$ cat src/twp_pkg.sv
package twp_pkg;
    // register byte offsets
    localparam logic [7:0] OFF_LOW_TIME = 8'h00;
    localparam logic [7:0] OFF_HIGH_TIME = 8'h04;
    localparam logic [7:0] OFF_SCALE = 8'h08;
    localparam logic [7:0] OFF_PRESCALE = 8'h0C;
    localparam logic [7:0] OFF_TIMER = 8'h10;
    localparam logic [7:0] OFF_TIMER_CTRL = 8'h14;
    localparam logic [7:0] OFF_CARRIER = 8'h18;
    localparam logic [7:0] OFF_CARRIER_CTRL = 8'h1C;
    localparam logic [7:0] OFF_WDOG_CTRL = 8'h20;
    localparam logic [7:0] OFF_CMD = 8'h24;
    localparam logic [7:0] OFF_STATUS = 8'h28;
    // scale control fields
    localparam int HIGH_EN_BIT = 7;
    localparam int HIGH_SEL_LSB = 4;
    localparam int LOW_EN_BIT = 3;
    localparam int LOW_SEL_LSB = 0;
    // timer control fields
    localparam int TMR_RATIO_LSB = 0;
    localparam int TMR_PRE_EN_BIT = 3;
    localparam int TMR_EDGE_BIT = 4;
    localparam int TMR_SRC_BIT = 5;
    // carrier control fields
    localparam int CAR_RATIO_LSB = 0;
    localparam int CAR_PRE_EN_BIT = 3;
    localparam int PULSE_EN_BIT = 4;
    localparam int CARRIER_EN_BIT = 5;
    localparam int LOW_IE_BIT = 6;
    localparam int HIGH_IE_BIT = 7;
    // watchdog control fields
    localparam int WD_RATIO_LSB = 0;
    localparam int WD_PRE_EN_BIT = 3;
    localparam int WD_EN_BIT = 7;
    // command bits
    localparam int CMD_WD_CLEAR = 0;
    localparam int CMD_SLEEP = 1;
    localparam int CMD_WAKE = 2;
    localparam int CMD_CLR_LOW = 3;
    localparam int CMD_CLR_HIGH = 4;
    // status bits
    localparam int ST_LOW_FLAG = 0;
    localparam int ST_HIGH_FLAG = 1;
    localparam int ST_PULSE = 2;
    localparam int ST_SLEEP = 3;
    localparam int ST_WD_RESET = 4;
    // resets
    localparam logic [7:0] CTRL_RESET = 8'h00;
    localparam logic [7:0] TIMER_CTRL_RESET = 8'h3F;
    // timing
    localparam int CLK_HZ = 40_000_000;
    localparam int WD_BASE_LONG_US = 18_000;
    localparam int WD_BASE_SHORT_US = 4_500;
    localparam int WD_LONG_CYC = (CLK_HZ / 1000) * WD_BASE_LONG_US / 1000;
    localparam int WD_SHORT_CYC = (CLK_HZ / 1000) * WD_BASE_SHORT_US / 1000;
    localparam logic [1:0] RESP_OKAY = 2'b00;
    localparam logic [1:0] RESP_SLVERR = 2'b10;

    typedef struct packed {
        logic [7:0] addr;
        logic [31:0] data;
        logic [3:0] strb;
    } twp_wr_s;

    typedef enum logic [1:0] {
        PH_IDLE,
        PH_LOW,
        PH_HIGH
    } twp_phase_e;
endpackage : twp_pkg

$ cat src/twp_timer.sv
module twp_timer #(
    parameter int WD_LONG = twp_pkg::WD_LONG_CYC,
    parameter int WD_SHORT = twp_pkg::WD_SHORT_CYC
) (
    input wire logic clk,
    input wire logic rst,
    input wire logic clock_div_option,
    input wire logic wd_short_option,
    input wire logic conversion_active,
    input wire logic conversion_wake_en,
    input wire logic wd_osc_tick,
    input wire logic timer_pin,
    output logic pulse_out_pin,
    output logic low_irq,
    output logic high_irq,
    output logic watchdog_reset,
    input wire logic [7:0] s_axi_awaddr,
    input wire logic s_axi_awvalid,
    output logic s_axi_awready,
    input wire logic [31:0] s_axi_wdata,
    input wire logic [3:0] s_axi_wstrb,
    input wire logic s_axi_wvalid,
    output logic s_axi_wready,
    output logic [1:0] s_axi_bresp,
    output logic s_axi_bvalid,
    input wire logic s_axi_bready,
    input wire logic [7:0] s_axi_araddr,
    input wire logic s_axi_arvalid,
    output logic s_axi_arready,
    output logic [31:0] s_axi_rdata,
    output logic [1:0] s_axi_rresp,
    output logic s_axi_rvalid,
    input wire logic s_axi_rready
);
    import twp_pkg::*;

    function automatic logic [8:0] ratio_of(input logic en, input logic [2:0] sel);
        ratio_of = en ? (9'h002 << sel) : 9'h001;
    endfunction : ratio_of

    logic [7:0] lowTime, highTime, scaleCtrl, timerCtrl, carrierCnt, carrierCtrl, wdCtrl;
    logic [7:0] mainTimer, timerPre;
    logic lowFlag, highFlag, sleeping, wdCaused;
    twp_wr_s wr;
    logic awHeld, wHeld, wrFire, devRst;
    logic [1:0] wrResp;

    // write channel: address and data taken in either order
    assign s_axi_awready = !awHeld && !s_axi_bvalid;
    assign s_axi_wready = !wHeld && !s_axi_bvalid;
    assign wrFire = awHeld && wHeld && !s_axi_bvalid;
    assign devRst = rst || watchdog_reset;
    always_ff @(posedge clk) begin
        if (rst) begin
            awHeld <= 1'b0;
            wHeld <= 1'b0;
            wr <= '0;
            s_axi_bvalid <= 1'b0;
            s_axi_bresp <= RESP_OKAY;
        end else begin
            if (s_axi_awvalid && s_axi_awready) begin
                awHeld <= 1'b1;
                wr.addr <= s_axi_awaddr;
            end
            if (s_axi_wvalid && s_axi_wready) begin
                wHeld <= 1'b1;
                wr.data <= s_axi_wdata;
                wr.strb <= s_axi_wstrb;
            end
            if (wrFire) begin
                awHeld <= 1'b0;
                wHeld <= 1'b0;
                s_axi_bvalid <= 1'b1;
                s_axi_bresp <= wrResp;
            end else if (s_axi_bready) begin
                s_axi_bvalid <= 1'b0;
            end
        end
    end

    logic wrB0;
    assign wrB0 = wrFire && wr.strb[0];
    always_comb begin
        case (wr.addr)
            OFF_LOW_TIME, OFF_HIGH_TIME, OFF_SCALE, OFF_PRESCALE, OFF_TIMER,
            OFF_TIMER_CTRL, OFF_CARRIER, OFF_CARRIER_CTRL, OFF_WDOG_CTRL,
            OFF_CMD: wrResp = RESP_OKAY;
            default: wrResp = RESP_SLVERR;
        endcase
    end
    function automatic logic hit(input logic [7:0] a, input logic [7:0] off);
        hit = (a == off);
    endfunction : hit
    logic cmdClearWd, cmdSleep, cmdWake;
    assign cmdClearWd = wrB0 && hit(wr.addr, OFF_CMD) && wr.data[CMD_WD_CLEAR];
    assign cmdSleep = wrB0 && hit(wr.addr, OFF_CMD) && wr.data[CMD_SLEEP];
    assign cmdWake = wrB0 && hit(wr.addr, OFF_CMD) && wr.data[CMD_WAKE];

    always_ff @(posedge clk) begin
        if (devRst) begin
            lowTime <= CTRL_RESET;
            highTime <= CTRL_RESET;
            scaleCtrl <= CTRL_RESET;
            timerCtrl <= TIMER_CTRL_RESET;
            carrierCnt <= CTRL_RESET;
            carrierCtrl <= CTRL_RESET;
            wdCtrl <= CTRL_RESET;
        end else if (wrB0) begin
            if (hit(wr.addr, OFF_LOW_TIME)) lowTime <= wr.data[7:0];
            if (hit(wr.addr, OFF_HIGH_TIME)) highTime <= wr.data[7:0];
            if (hit(wr.addr, OFF_SCALE)) scaleCtrl <= wr.data[7:0];
            if (hit(wr.addr, OFF_TIMER_CTRL)) timerCtrl <= wr.data[7:0];
            if (hit(wr.addr, OFF_CARRIER)) carrierCnt <= wr.data[7:0];
            if (hit(wr.addr, OFF_CARRIER_CTRL)) carrierCtrl <= wr.data[7:0];
            if (hit(wr.addr, OFF_WDOG_CTRL)) wdCtrl <= wr.data[7:0];
        end
    end

    // read channel
    logic [7:0] status;
    assign status = {3'b000, wdCaused, sleeping, pulse_out_pin, highFlag, lowFlag};
    assign s_axi_arready = !s_axi_rvalid;
    always_ff @(posedge clk) begin
        if (rst) begin
            s_axi_rvalid <= 1'b0;
            s_axi_rdata <= '0;
            s_axi_rresp <= RESP_OKAY;
        end else if (s_axi_arvalid && s_axi_arready) begin
            s_axi_rvalid <= 1'b1;
            s_axi_rresp <= RESP_OKAY;
            case (s_axi_araddr)
                OFF_LOW_TIME: s_axi_rdata <= {24'h0000_00, lowTime};
                OFF_HIGH_TIME: s_axi_rdata <= {24'h0000_00, highTime};
                OFF_SCALE: s_axi_rdata <= {24'h0000_00, scaleCtrl};
                OFF_PRESCALE: s_axi_rdata <= {24'h0000_00, timerPre};
                OFF_TIMER: s_axi_rdata <= {24'h0000_00, mainTimer};
                OFF_TIMER_CTRL: s_axi_rdata <= {24'h0000_00, timerCtrl};
                OFF_CARRIER: s_axi_rdata <= {24'h0000_00, carrierCnt};
                OFF_CARRIER_CTRL: s_axi_rdata <= {24'h0000_00, carrierCtrl};
                OFF_WDOG_CTRL: s_axi_rdata <= {24'h0000_00, wdCtrl};
                OFF_CMD: s_axi_rdata <= 32'h0000_0000;
                OFF_STATUS: s_axi_rdata <= {24'h0000_00, status};
                default: begin
                    s_axi_rdata <= 32'h0000_0000;
                    s_axi_rresp <= RESP_SLVERR;
                end
            endcase
        end else if (s_axi_rready) begin
            s_axi_rvalid <= 1'b0;
        end
    end

    // tick and instruction-cycle strobes from the oscillator (clk)
    logic [1:0] divCnt;
    logic sysTick, instrTick;
    always_ff @(posedge clk) begin
        if (rst) divCnt <= 2'd0;
        else if (!sleeping || conversion_active) divCnt <= divCnt + 2'd1;
    end
    assign sysTick = clock_div_option ? divCnt[0] : 1'b1;
    assign instrTick = clock_div_option ? (divCnt == 2'd3) : divCnt[0];

    logic sleepRun;
    assign sleepRun = !sleeping || (conversion_active && conversion_wake_en);
    always_ff @(posedge clk) begin
        if (devRst) sleeping <= 1'b0;
        else if (cmdSleep) sleeping <= 1'b1;
        else if (cmdWake) sleeping <= 1'b0;
    end

    // timer pin: three stages, edge only when stages 2 and 3 agree on a change
    logic [2:0] pinSync;
    logic pinLevel, pinEdge;
    always_ff @(posedge clk) begin
        if (rst) begin
            pinSync <= 3'b000;
            pinLevel <= 1'b0;
        end else begin
            pinSync <= {pinSync[1:0], timer_pin};
            if (pinSync[2] == pinSync[1]) pinLevel <= pinSync[2];
        end
    end
    // edge bit 0 counts rising, 1 counts falling
    assign pinEdge = (pinSync[2] == pinSync[1]) && (pinSync[2] != pinLevel) &&
                     (pinSync[2] != timerCtrl[TMR_EDGE_BIT]);

    // main timer and its prescaler
    logic timerSrc, preOut, timerInc, preClr;
    logic [8:0] tmrRatio;
    assign timerSrc = timerCtrl[TMR_SRC_BIT] ? pinEdge : (instrTick && sleepRun);
    assign tmrRatio = ratio_of(1'b1, timerCtrl[TMR_RATIO_LSB +: 3]);
    assign preOut = (timerPre == 8'(tmrRatio - 9'd1));
    assign timerInc = timerSrc && (!timerCtrl[TMR_PRE_EN_BIT] || preOut);
    assign preClr = wrB0 && (hit(wr.addr, OFF_TIMER) || hit(wr.addr, OFF_TIMER_CTRL));
    always_ff @(posedge clk) begin
        if (devRst || preClr) timerPre <= 8'h00;
        else if (wrB0 && hit(wr.addr, OFF_PRESCALE)) timerPre <= wr.data[7:0];
        else if (timerSrc && timerCtrl[TMR_PRE_EN_BIT])
            timerPre <= preOut ? 8'h00 : timerPre + 8'h01;
    end
    always_ff @(posedge clk) begin
        if (devRst) mainTimer <= 8'h00;
        else if (wrB0 && hit(wr.addr, OFF_TIMER)) mainTimer <= wr.data[7:0];
        else if (timerInc) mainTimer <= mainTimer + 8'h01;
    end

    // watchdog on its own oscillator strobe, not gated by sleep
    logic [7:0] wdPre;
    logic [23:0] wdCnt;
    logic wdPreOut, wdStep, wdClr;
    logic [8:0] wdRatio;
    logic [23:0] wdLimit;
    assign wdClr = cmdClearWd || cmdSleep;
    assign wdRatio = ratio_of(wdCtrl[WD_PRE_EN_BIT], wdCtrl[WD_RATIO_LSB +: 3]);
    assign wdPreOut = (wdPre == 8'(wdRatio - 9'd1));
    assign wdStep = wd_osc_tick && wdCtrl[WD_EN_BIT] && wdPreOut;
    assign wdLimit = wd_short_option ? 24'(WD_SHORT - 1) : 24'(WD_LONG - 1);
    always_ff @(posedge clk) begin
        if (devRst || wdClr) begin
            wdPre <= 8'h00;
            wdCnt <= 24'h00_0000;
        end else if (wd_osc_tick && wdCtrl[WD_EN_BIT]) begin
            wdPre <= wdPreOut ? 8'h00 : wdPre + 8'h01;
            if (wdStep) wdCnt <= wdCnt + 24'h00_0001;
        end
    end
    always_ff @(posedge clk) begin
        if (rst) watchdog_reset <= 1'b0;
        else watchdog_reset <= wdStep && (wdCnt == wdLimit) && !wdClr;
    end
    always_ff @(posedge clk) begin
        if (rst) wdCaused <= 1'b0;
        else if (watchdog_reset) wdCaused <= 1'b1;
    end

    // pulse generator
    twp_phase_e phase;
    logic [7:0] segCnt, carDiv;
    logic [8:0] segPre, lowRatio, highRatio, segRatio, carRatio;
    logic segStep, lowUnder, highUnder, carStep, carPhase;
    assign lowRatio = ratio_of(scaleCtrl[LOW_EN_BIT], scaleCtrl[LOW_SEL_LSB +: 3]);
    assign highRatio = ratio_of(scaleCtrl[HIGH_EN_BIT], scaleCtrl[HIGH_SEL_LSB +: 3]);
    assign segRatio = (phase == PH_LOW) ? lowRatio : highRatio;
    assign segStep = sysTick && sleepRun && (segPre == segRatio - 9'd1);
    assign lowUnder = segStep && (phase == PH_LOW) && (segCnt == 8'h00);
    assign highUnder = segStep && (phase == PH_HIGH) && (segCnt == 8'h00);
    always_ff @(posedge clk) begin
        if (devRst || !carrierCtrl[PULSE_EN_BIT]) begin
            phase <= PH_IDLE;
            segCnt <= 8'h00;
            segPre <= 9'h000;
        end else begin
            case (phase)
                PH_IDLE: begin
                    phase <= PH_LOW;
                    segCnt <= lowTime;
                    segPre <= 9'h000;
                end
                PH_LOW, PH_HIGH: begin
                    if (sysTick && sleepRun)
                        segPre <= segStep ? 9'h000 : segPre + 9'h001;
                    if (lowUnder) begin
                        phase <= PH_HIGH;
                        segCnt <= highTime;
                    end else if (highUnder) begin
                        phase <= PH_LOW;
                        segCnt <= lowTime;
                    end else if (segStep) begin
                        segCnt <= segCnt - 8'h01;
                    end
                end
                default: phase <= PH_IDLE;
            endcase
        end
    end

    // carrier toggles every (1+count)*ratio ticks
    logic [8:0] carPre;
    assign carRatio = ratio_of(carrierCtrl[CAR_PRE_EN_BIT], carrierCtrl[CAR_RATIO_LSB +: 3]);
    assign carStep = sysTick && sleepRun && (carPre == carRatio - 9'd1);
    always_ff @(posedge clk) begin
        if (devRst || !carrierCtrl[CARRIER_EN_BIT]) begin
            carPre <= 9'h000;
            carDiv <= 8'h00;
            carPhase <= 1'b0;
        end else if (sysTick && sleepRun) begin
            carPre <= carStep ? 9'h000 : carPre + 9'h001;
            if (carStep) begin
                if (carDiv == carrierCnt) begin
                    carDiv <= 8'h00;
                    carPhase <= !carPhase;
                end else begin
                    carDiv <= carDiv + 8'h01;
                end
            end
        end
    end

    // active level is low; carrier modulates the active segment
    always_ff @(posedge clk) begin
        if (devRst) pulse_out_pin <= 1'b1;
        else if (phase == PH_LOW)
            pulse_out_pin <= carrierCtrl[CARRIER_EN_BIT] ? carPhase : 1'b0;
        else pulse_out_pin <= 1'b1;
    end

    // flags: set wins over a clear in the same cycle
    logic clrLow, clrHigh;
    assign clrLow = wrB0 && hit(wr.addr, OFF_CMD) && wr.data[CMD_CLR_LOW];
    assign clrHigh = wrB0 && hit(wr.addr, OFF_CMD) && wr.data[CMD_CLR_HIGH];
    always_ff @(posedge clk) begin
        if (devRst) begin
            lowFlag <= 1'b0;
            highFlag <= 1'b0;
        end else begin
            if (lowUnder) lowFlag <= 1'b1;
            else if (clrLow) lowFlag <= 1'b0;
            if (highUnder) highFlag <= 1'b1;
            else if (clrHigh) highFlag <= 1'b0;
        end
    end
    assign low_irq = lowFlag && carrierCtrl[LOW_IE_BIT];
    assign high_irq = highFlag && carrierCtrl[HIGH_IE_BIT];

    a_low_sets_flag: assert property (@(posedge clk) disable iff (devRst)
        lowUnder |=> lowFlag && phase == PH_HIGH) else $error("low underflow lost");
    a_high_sets_flag: assert property (@(posedge clk) disable iff (devRst)
        highUnder |=> highFlag && phase == PH_LOW) else $error("high underflow lost");
    a_low_irq_gate: assert property (@(posedge clk) disable iff (devRst)
        lowUnder && carrierCtrl[LOW_IE_BIT] && !wrB0 |=> low_irq) else $error("no low irq");
    a_high_irq_gate: assert property (@(posedge clk) disable iff (devRst)
        highUnder && carrierCtrl[HIGH_IE_BIT] && !wrB0 |=> high_irq) else $error("no high irq");
    a_pre_clear: assert property (@(posedge clk) disable iff (rst)
        preClr |=> timerPre == 8'h00) else $error("prescaler not cleared");
    a_wd_clear: assert property (@(posedge clk) disable iff (rst)
        wdClr |=> wdCnt == 24'h00_0000 && wdPre == 8'h00) else $error("watchdog not cleared");
    a_timer_step: assert property (@(posedge clk) disable iff (devRst)
        timerInc && !preClr |=> mainTimer == $past(mainTimer) + 8'h01) else $error("timer missed");
    a_sleep_hold: assert property (@(posedge clk) disable iff (devRst)
        sleeping && !conversion_active && !timerCtrl[TMR_SRC_BIT] |-> !timerInc)
        else $error("timer ran in sleep");
    a_pulse_level: assert property (@(posedge clk) disable iff (devRst)
        phase == PH_HIGH |=> pulse_out_pin) else $error("pulse active in high time");
    c_low_under: cover property (@(posedge clk) lowUnder);
    c_high_under: cover property (@(posedge clk) highUnder);
    c_wd_reset: cover property (@(posedge clk) watchdog_reset);
endmodule : twp_timer
$ cat config.mk
export PLATFORM = sky130hd
export DESIGN_NAME = twp_timer
export DESIGN_NICKNAME = d
export VERILOG_FILES = /design/src/twp_pkg.sv /design/src/twp_timer.sv
export SDC_FILE = /design/constraint.sdc
export NUM_CORES = 1
export LEC_CHECK = 0
export ABC_AREA = 1
export ABC_CLOCK_PERIOD_IN_PS = 3800
export BUFFER_PORTS_ARGS = -buffer_cell sky130_fd_sc_hd__buf_4
export CAP_MARGIN = 0
export CORE_MARGIN = 5
export CORE_UTILIZATION = 42
export CTS_BUF_LIST = sky130_fd_sc_hd__clkbuf_16
export DETAILED_ROUTE_END_ITERATION = 12
export PLACE_DENSITY = 0.64
export SLEW_MARGIN = 25
export SYNTH_ARGS = -nofsm -noshare
export SYNTH_HDL_FRONTEND = slang
export SYNTH_SLANG_ARGS = --single-unit
$ cat constraint.sdc
create_clock -name clk -period 3.8 [get_ports clk]
set_clock_uncertainty 0.05 [all_clocks]
set_input_delay 1.14 -clock clk [delete_from_list [all_inputs] [get_ports clk]]
set_output_delay 1.14 -clock clk [all_outputs]
set_load 0.005 [all_outputs]
==> impl_metrics.py, run 1 <==
metrics = {
    "routing": {
        "post-route-drc-count": 0,
        "drt-initial-drc-count": 834,
        "viasPerCell": 5.23,
        "wirelength_mm": 28.8,
        "drt-pass1-iter-count": 5,
        "vias": 9867,
        "ant_nets": 0,
        "wl_per_cell_um": 15.3,
    },
    "clock_tree": {
        "cts_setup_buffers": 0,
        "clockBufferDepth": 2,
        "hold_buffers": 0,
        "tritoncts": "yes",
        "clk_latency_ns": 0.44,
        "cts_resized": 0,
        "cts_root_buffer": "clkbuf_16",
        "cts.clk_slew.worst_paths_ns": 0.08,
        "cts_buffers": 17,
        "cts_sinks": 184,
        "htree_levels": 4,
    },
    "setup_path": {
        "cp.required_ns": 4.06,
        "critPathKind": "reg -> reg",
        "path_cells": "inv_1 -> ha_1 -> nand2_4 -> nor2_4 -> nand2_1 -> and2_1 -> ha_1 -> xnor2_1 -> nand3b_1 -> nand2_1 -> nor2_1 -> nand3_1 -> nor2_2 -> nand3_2 -> nand2_4 -> inv_4 -> o21ai_4 -> nor3_2",
        "start_kind": "flop",
        "reg2reg_slack_ns": 0.63,
        "slowest_delay_ns": 0.35,
        "timing.reg2reg.worst_path_depth": 18,
        "crit_path_end_kind": "flop",
        "cp_slowest_cell": "ha_1",
        "worst_r2r_endpoint": "segPre[6]",
        "reg2reg_from": "phase[1]",
        "cp_data_arrival_time_ns": 3.43,
        "cp_max_fo": 8,
    },
    "synthesis": {
        "synth_edf_count": 0,
        "ys_seq_elements": 184,
        "syn_inst": 1500,
        "synth_commonest_cells": "nand2_1, inv_1, dfxtp_1, nor2_1, a21oi_1",
        "syn-mean-instance-area_um2": 6.85,
        "synth_area_um2": 10300,
        "ys_seq_area_share_pct": 35.8,
        "ys_types": 53,
        "synth_warnings": 0,
        "ys_dominant_reg_cell": "dfxtp_1",
        "synth_most_common_cell": "nand2_1",
        "ys_top_cells_by_area": "dfxtp_1, nand2_1, inv_1",
        "yosysTopAreaCell": "dfxtp_1",
        "async_flop_share_pct": 0,
        "synth_top_area_share_pct": 35.8,
    },
    "sta": {
        "holdWs_ns": 0.358,
        "period_needed_ns": 3.17,
        "setup_ws_ns": 0.630,
        "relSlewSlack_pct": 32.1,
        "finalHoldViolations": 0,
        "slew_viol_final": 0,
        "fmax_ghz": 0.315,
        "grt_setup_unrepaired": "no",
        "setup_tns_ns": 0,
        "max_slew.worst_pin.slew_ns": 1.01,
        "setup_viol": 0,
        "fin_crit_sh_pct": 83.4,
    },
    "die": {
        "core-area_um2": 24200,
        "start_util_pct": 42.5,
        "io_pins": 110,
        "rows": 57,
        "die_w_um": 166,
        "die_y_um": 166,
        "die_area_um2": 27700,
    },
    "global_route": {
        "antenna_found_initial": 0,
        "grt_pass1_wl_mm": 47.2,
        "grt_max_degree": 34,
        "track_usage_pct": 20.5,
        "grt_overflow_total": 0,
        "grt_pass1_vias": 9170,
    },
    "placement": {
        "dpl.hpwl_mm": 22.1,
        "gp_congestion": 0.961,
        "port_buffers": 56,
        "place_area_um2": 11000,
        "place_ws_ns": 0.436,
    },
    "cells_and_area": {
        "antenna-diode-count": 0,
        "nFillCells": 2462,
        "drive_above_1_share_pct": 8.89,
        "nets": 1633,
        "syn2layout_area_growth_pct": 12.1,
        "postLayoutCellArea_um2": 11500,
    },
    "min_path": {
        "min-delay-start": "pinSync[0]",
        "hold_path_class": "reg -> reg",
        "min_to": "pinSync[1]",
        "hold_depth": 2,
    },
    "power": {
        "finalPower_uw": 3970,
        "cellLeakagePower_uw": 0.00446,
        "ir_drop_mv": 0.207,
        "powerDensity_nw_per_um2": 344,
    },
    "status": {
        "status": "finished, final reports clean",
    },
    "run": {
        "cap_violations": 0,
    },
}
through the flow:
step | std cells | util [%]
after detailed placement | 1858 | 45.3
final | 1888 | 47.7
after floorplan | 1525 | -
after global placement | 1858 | 45.3
after CTS | 1888 | 47.7
after global routing | 1888 | 47.7
kinds of logic after synthesis:
| logic type | after synthesis | share of synthesized area (%) |
|---|---|---|
| AO/OA/AOI/OAI | 309 | 17.1 |
| XOR/XNOR | 68 | 5.79 |
| adder cells (fa/ha/maj) | 15 | 1.83 |
| buffers and inverters | 255 | 10.4 |
| flip-flops | 184 | 35.8 |
| other | 1 | 0.0365 |
| AND/OR/NAND/NOR | 668 | 29.0 |
worst max-delay path by stage:
stage	cells after the start	slack (ns)	to	from
CTS	18	0.58	segPre[6]	phase[1]
global route	18	0.27	phase[0]	phase[1]
detailed placement	14	0.44	segPre[6]	conversion_active
finish	18	0.63	segPre[6]	phase[1]
global placement	14	0.46	segPre[6]	conversion_active
floorplan	17	1.0	segPre[6]	phase[1]
placed cells by master (no fill, tap or decap), types with 27 or more instances in the layout:
cell     instances
a21oi_1        117
buf_4           67
inv_1          192
dfxtp_1        184
xor2_1          51
nand3_1         67
o21ai_0        100
nand4_1         27
nor2_1         164
nor3_1          38
nand2_1        303
final cells by class:
type	count	area (um2)	area share [%]
sequential	184	3680	32.0
clock buffer	17	425	3.69
inverter	197	743	6.45
timing repair buffer	67	503	4.36
tap	324	405	3.52
multi-input combinational	1086	5620	48.8
clock inverter	13	145	1.26
report_power, final:
group          switching, uW  internal, uW
logic                    140          72.7
clock network            788           972
registers               39.5          1950
total                    968          3000
critical path, delay by kind of cell (launching register included):
kind / cells / cell delay [ns]
XOR/XNOR: 1 / 0.18
AND/OR/NAND/NOR: 12 / 1.46
AO/OA/AOI/OAI: 1 / 0.30
buffers and inverters: 2 / 0.15
flip-flops: 1 / 0.33
adder cells (fa/ha/maj): 2 / 0.57
routing by layer:
metal | track usage (%) | share of wire (%) | up-vias
li1 | - | - | 5031
met1 | 29.4 | 48 | 4459
met2 | 31.7 | 43 | 325
met3 | 3.03 | 6.1 | 52
met4 | 7.04 | 2.7 | 0
met5 | 0 | 0 | -
registers in the layout (all words and copies together), names as in the netlist, 2 cells and up:
| name | cells |
|---|---|
| s_axi_rdata | 8 |
| carPre | 9 |
| lowTime | 8 |
| wdCtrl | 8 |
| scaleCtrl | 8 |
| segPre | 9 |
| pinSync | 3 |
| phase | 2 |
| carrierCtrl | 8 |
| carDiv | 8 |
| carrierCnt | 8 |
| wdPre | 8 |
| wr | 17 |
| highTime | 8 |
| mainTimer | 8 |
| segCnt | 8 |
| timerCtrl | 8 |
| wdCnt | 24 |
| timerPre | 8 |
| divCnt | 2 |
Power figures use the tool's default switching activity.
==> run 2: changes to the inputs <==
Settings changed: ABC_CLOCK_PERIOD_IN_PS 3800 to 2600, PLACE_DENSITY 0.64 to 0.67.
Clock period 3.8 ns to 2.6 ns, I/O delays scaled along.
==> run 2 against run 1 <==
Against the previous run: the run now ends with setup timing left; power increased by 48%; setup slack worse by 0.79 ns; non-clock buffer count grew 77; die area did not move; routed wire length grew 4.5%; sequential cell count unchanged.
==> impl_metrics.py, run 2 (same netlist as run 1, synthesis figures left out) <==
metrics = {
    "status": {
        "status": "finished with violations",
        "violations": "setup timing",
    },
    "setup_path": {
        "crit_path_start": "phase[1]",
        "slowest_delay_ns": 0.32,
        "critPathKind": "reg -> reg",
        "cp_data_arrival_time_ns": 3.04,
        "cp_slowest_cell": "dfxtp_2",
        "crit_path_end_kind": "flop",
        "cp_common_cell": "nor2_1",
        "reg2reg_from": "phase[1]",
        "cp_max_fo": 6,
        "cp.required_ns": 2.88,
        "start_kind": "flop",
        "path_cells": "inv_2 -> ha_4 -> nand2_4 -> nor2_4 -> nand2_2 -> and2_4 -> ha_4 -> xor2_1 -> nand4_1 -> nor2_1 -> nand3_1 -> nor2_4 -> nand4_4 -> buf_4 -> nand3_1 -> nor2_1 -> nor2_2 -> nor2_1",
    },
    "die": {
        "die_w_um": 166,
        "die_area_um2": 27700,
        "rows": 57,
        "die_y_um": 166,
        "core-area_um2": 24200,
        "io_pins": 110,
        "start_util_pct": 42.5,
    },
    "global_route": {
        "track_usage_pct": 21.2,
        "grt_pass1_wl_mm": 48.7,
        "grt_overflow_total": 0,
        "antenna_found_initial": 0,
        "globalRouteMet3Util_pct": 4.10,
        "grt_busiest_layer": "met2",
        "met1_usage_pct": 29.4,
        "grt_pass1_vias": 9551,
        "use_met2_pct": 34.0,
        "grt_max_degree": 45,
    },
    "cells_and_area": {
        "reg_top3": "wdCnt x24, wr x17",
        "drive_above_1_share_pct": 15.2,
        "utilization_pct": 51.1,
        "nFillCells": 2425,
        "seqCellArea_um2": 3690,
        "layout_common_cells": "nand2_1, inv_1, dfxtp_1",
        "syn2layout_area_growth_pct": 20.1,
        "largest_register_ffs": 24,
        "antenna-diode-count": 0,
        "nets": 1711,
        "regMostFlops": "wdCnt",
        "multi_input_area_um2": 5780,
        "final_common_cell": "nand2_1",
    },
    "sta": {
        "max_slew.worst_pin.slew_ns": 0.779,
        "finalHoldViolations": 0,
        "period_needed_ns": 2.76,
        "relSlewSlack_pct": 47.8,
        "fmax_ghz": 0.362,
        "fin_crit_sh_pct": 106,
        "setup_viol": 19,
        "grt_setup_unrepaired": "yes",
        "slew_viol_final": 0,
        "holdWs_ns": 0.361,
        "setup_ws_ns": -0.159,
    },
    "power": {
        "intPower_uw": 4340,
        "powerDensity_nw_per_um2": 475,
        "combPwrFrac_pct": 5.8,
        "clockPowerShare_pct": 44.5,
        "cellLeakagePower_uw": 0.00492,
        "switching_power_uw": 1520,
        "switching_share_pct": 26.0,
        "sequentialPowerShare_pct": 49.7,
        "ir_drop_mv": 0.321,
    },
    "placement": {
        "port_buffers": 56,
        "gp_congestion": 0.979,
        "dpl.hpwl_mm": 23.1,
    },
    "clock_tree": {
        "cts_sinks": 184,
        "tritoncts": "yes",
        "cts.clk_slew.worst_paths_ns": 0.08,
        "clk_latency_ns": 0.44,
        "cts_buffers": 17,
        "hold_buffers": 0,
        "clockBufferDepth": 2,
        "cts_root_buffer": "clkbuf_16",
        "htree_levels": 4,
    },
    "routing": {
        "post-route-drc-count": 0,
        "wl_per_cell_um": 15.3,
        "drt-initial-drc-count": 715,
        "vias": 10257,
        "ant_nets": 0,
        "drt-pass1-iter-count": 5,
        "viasPerCell": 5.21,
        "wirelength_mm": 30.1,
    },
    "min_path": {
        "min-delay-start": "pinSync[0]",
        "hold_path_class": "reg -> reg",
    },
    "run": {
        "cap_violations": 0,
    },
}
## run 2: cell count changes in the layout (fill, tap and decap cells not counted), sizes merged
cell / previous run / this run
buf: 67 / 144
clkinvlp: 1 / 0
clkinv: 8 / 10
bufinv: 2 / 1
inv: 199 / 201
nor2: 185 / 186
## run 2: stage by stage
step / std cells / power, uW / setup WS (ns) / area [um2] / TNS (ns)
4_1_cts: 1962 / 5890 / -0.113 / 12200 / -1.38
3_5_place_dp: 1923 / 3310 / -0.237 / 11500 / -5.87
6_report: 1968 / 5860 / -0.159 / 12300 / -1.77
3_3_place_gp: 1923 / 3300 / -0.177 / 11500 / -3.25
5_1_grt: 1968 / 6070 / -0.291 / 12300 / -4.44
2_1_floorplan: 1525 / 3160 / -0.0527 / 10400 / -0.329
## run 2: final timing paths
path / to / slack (ns) / cells past startpoint
max: segCnt[6] / -0.16 / 18
min: pinSync[1] / 0.36 / 2
max reg2reg: segCnt[6] / -0.16 / 18
min reg2reg: pinSync[1] / 0.36 / 2
## run 2: timing repair
item,in CTS,in global routing
endpoints found under the hold margin,0,0
gates cloned,1,0
endpoints found under the setup margin,18,31
buffers inserted,6,6
pin swaps,17,6
resized for setup,14,20
## run 2: power groups by stage
stage                     Combinational [uW]  Clock [uW]  Sequential, uW
after floorplan                          212           0            2950
after global placement                   325           0            2980
after detailed placement                 330           0            2980
after CTS                                333        2640            2910
after global routing                     373        2780            2920
final                                    337        2610            2910
## run 2: final cells by class
class / instances / area share (%)
multi-input combinational: 1087 / 46.8
sequential: 184 / 29.9
timing repair buffer: 144 / 9.25
inverter: 197 / 6.05
clock buffer: 17 / 3.45
tap: 324 / 3.28
clock inverter: 15 / 1.28
## run 2: worst max-delay path, delay by kind of cell (launching register included)
family,cells,cell delay [ns]
XOR/XNOR,1,0.15
adder cells (fa/ha/maj),2,0.42
buffers and inverters,2,0.26
flip-flops,1,0.32
AND/OR/NAND/NOR,13,1.45
## run 2: routing by layer
metal	routed length (um)	up-vias
met1	14000	4690
met4	651	0
met2	13400	338
met5	0	-
li1	-	5184
met3	2070	45
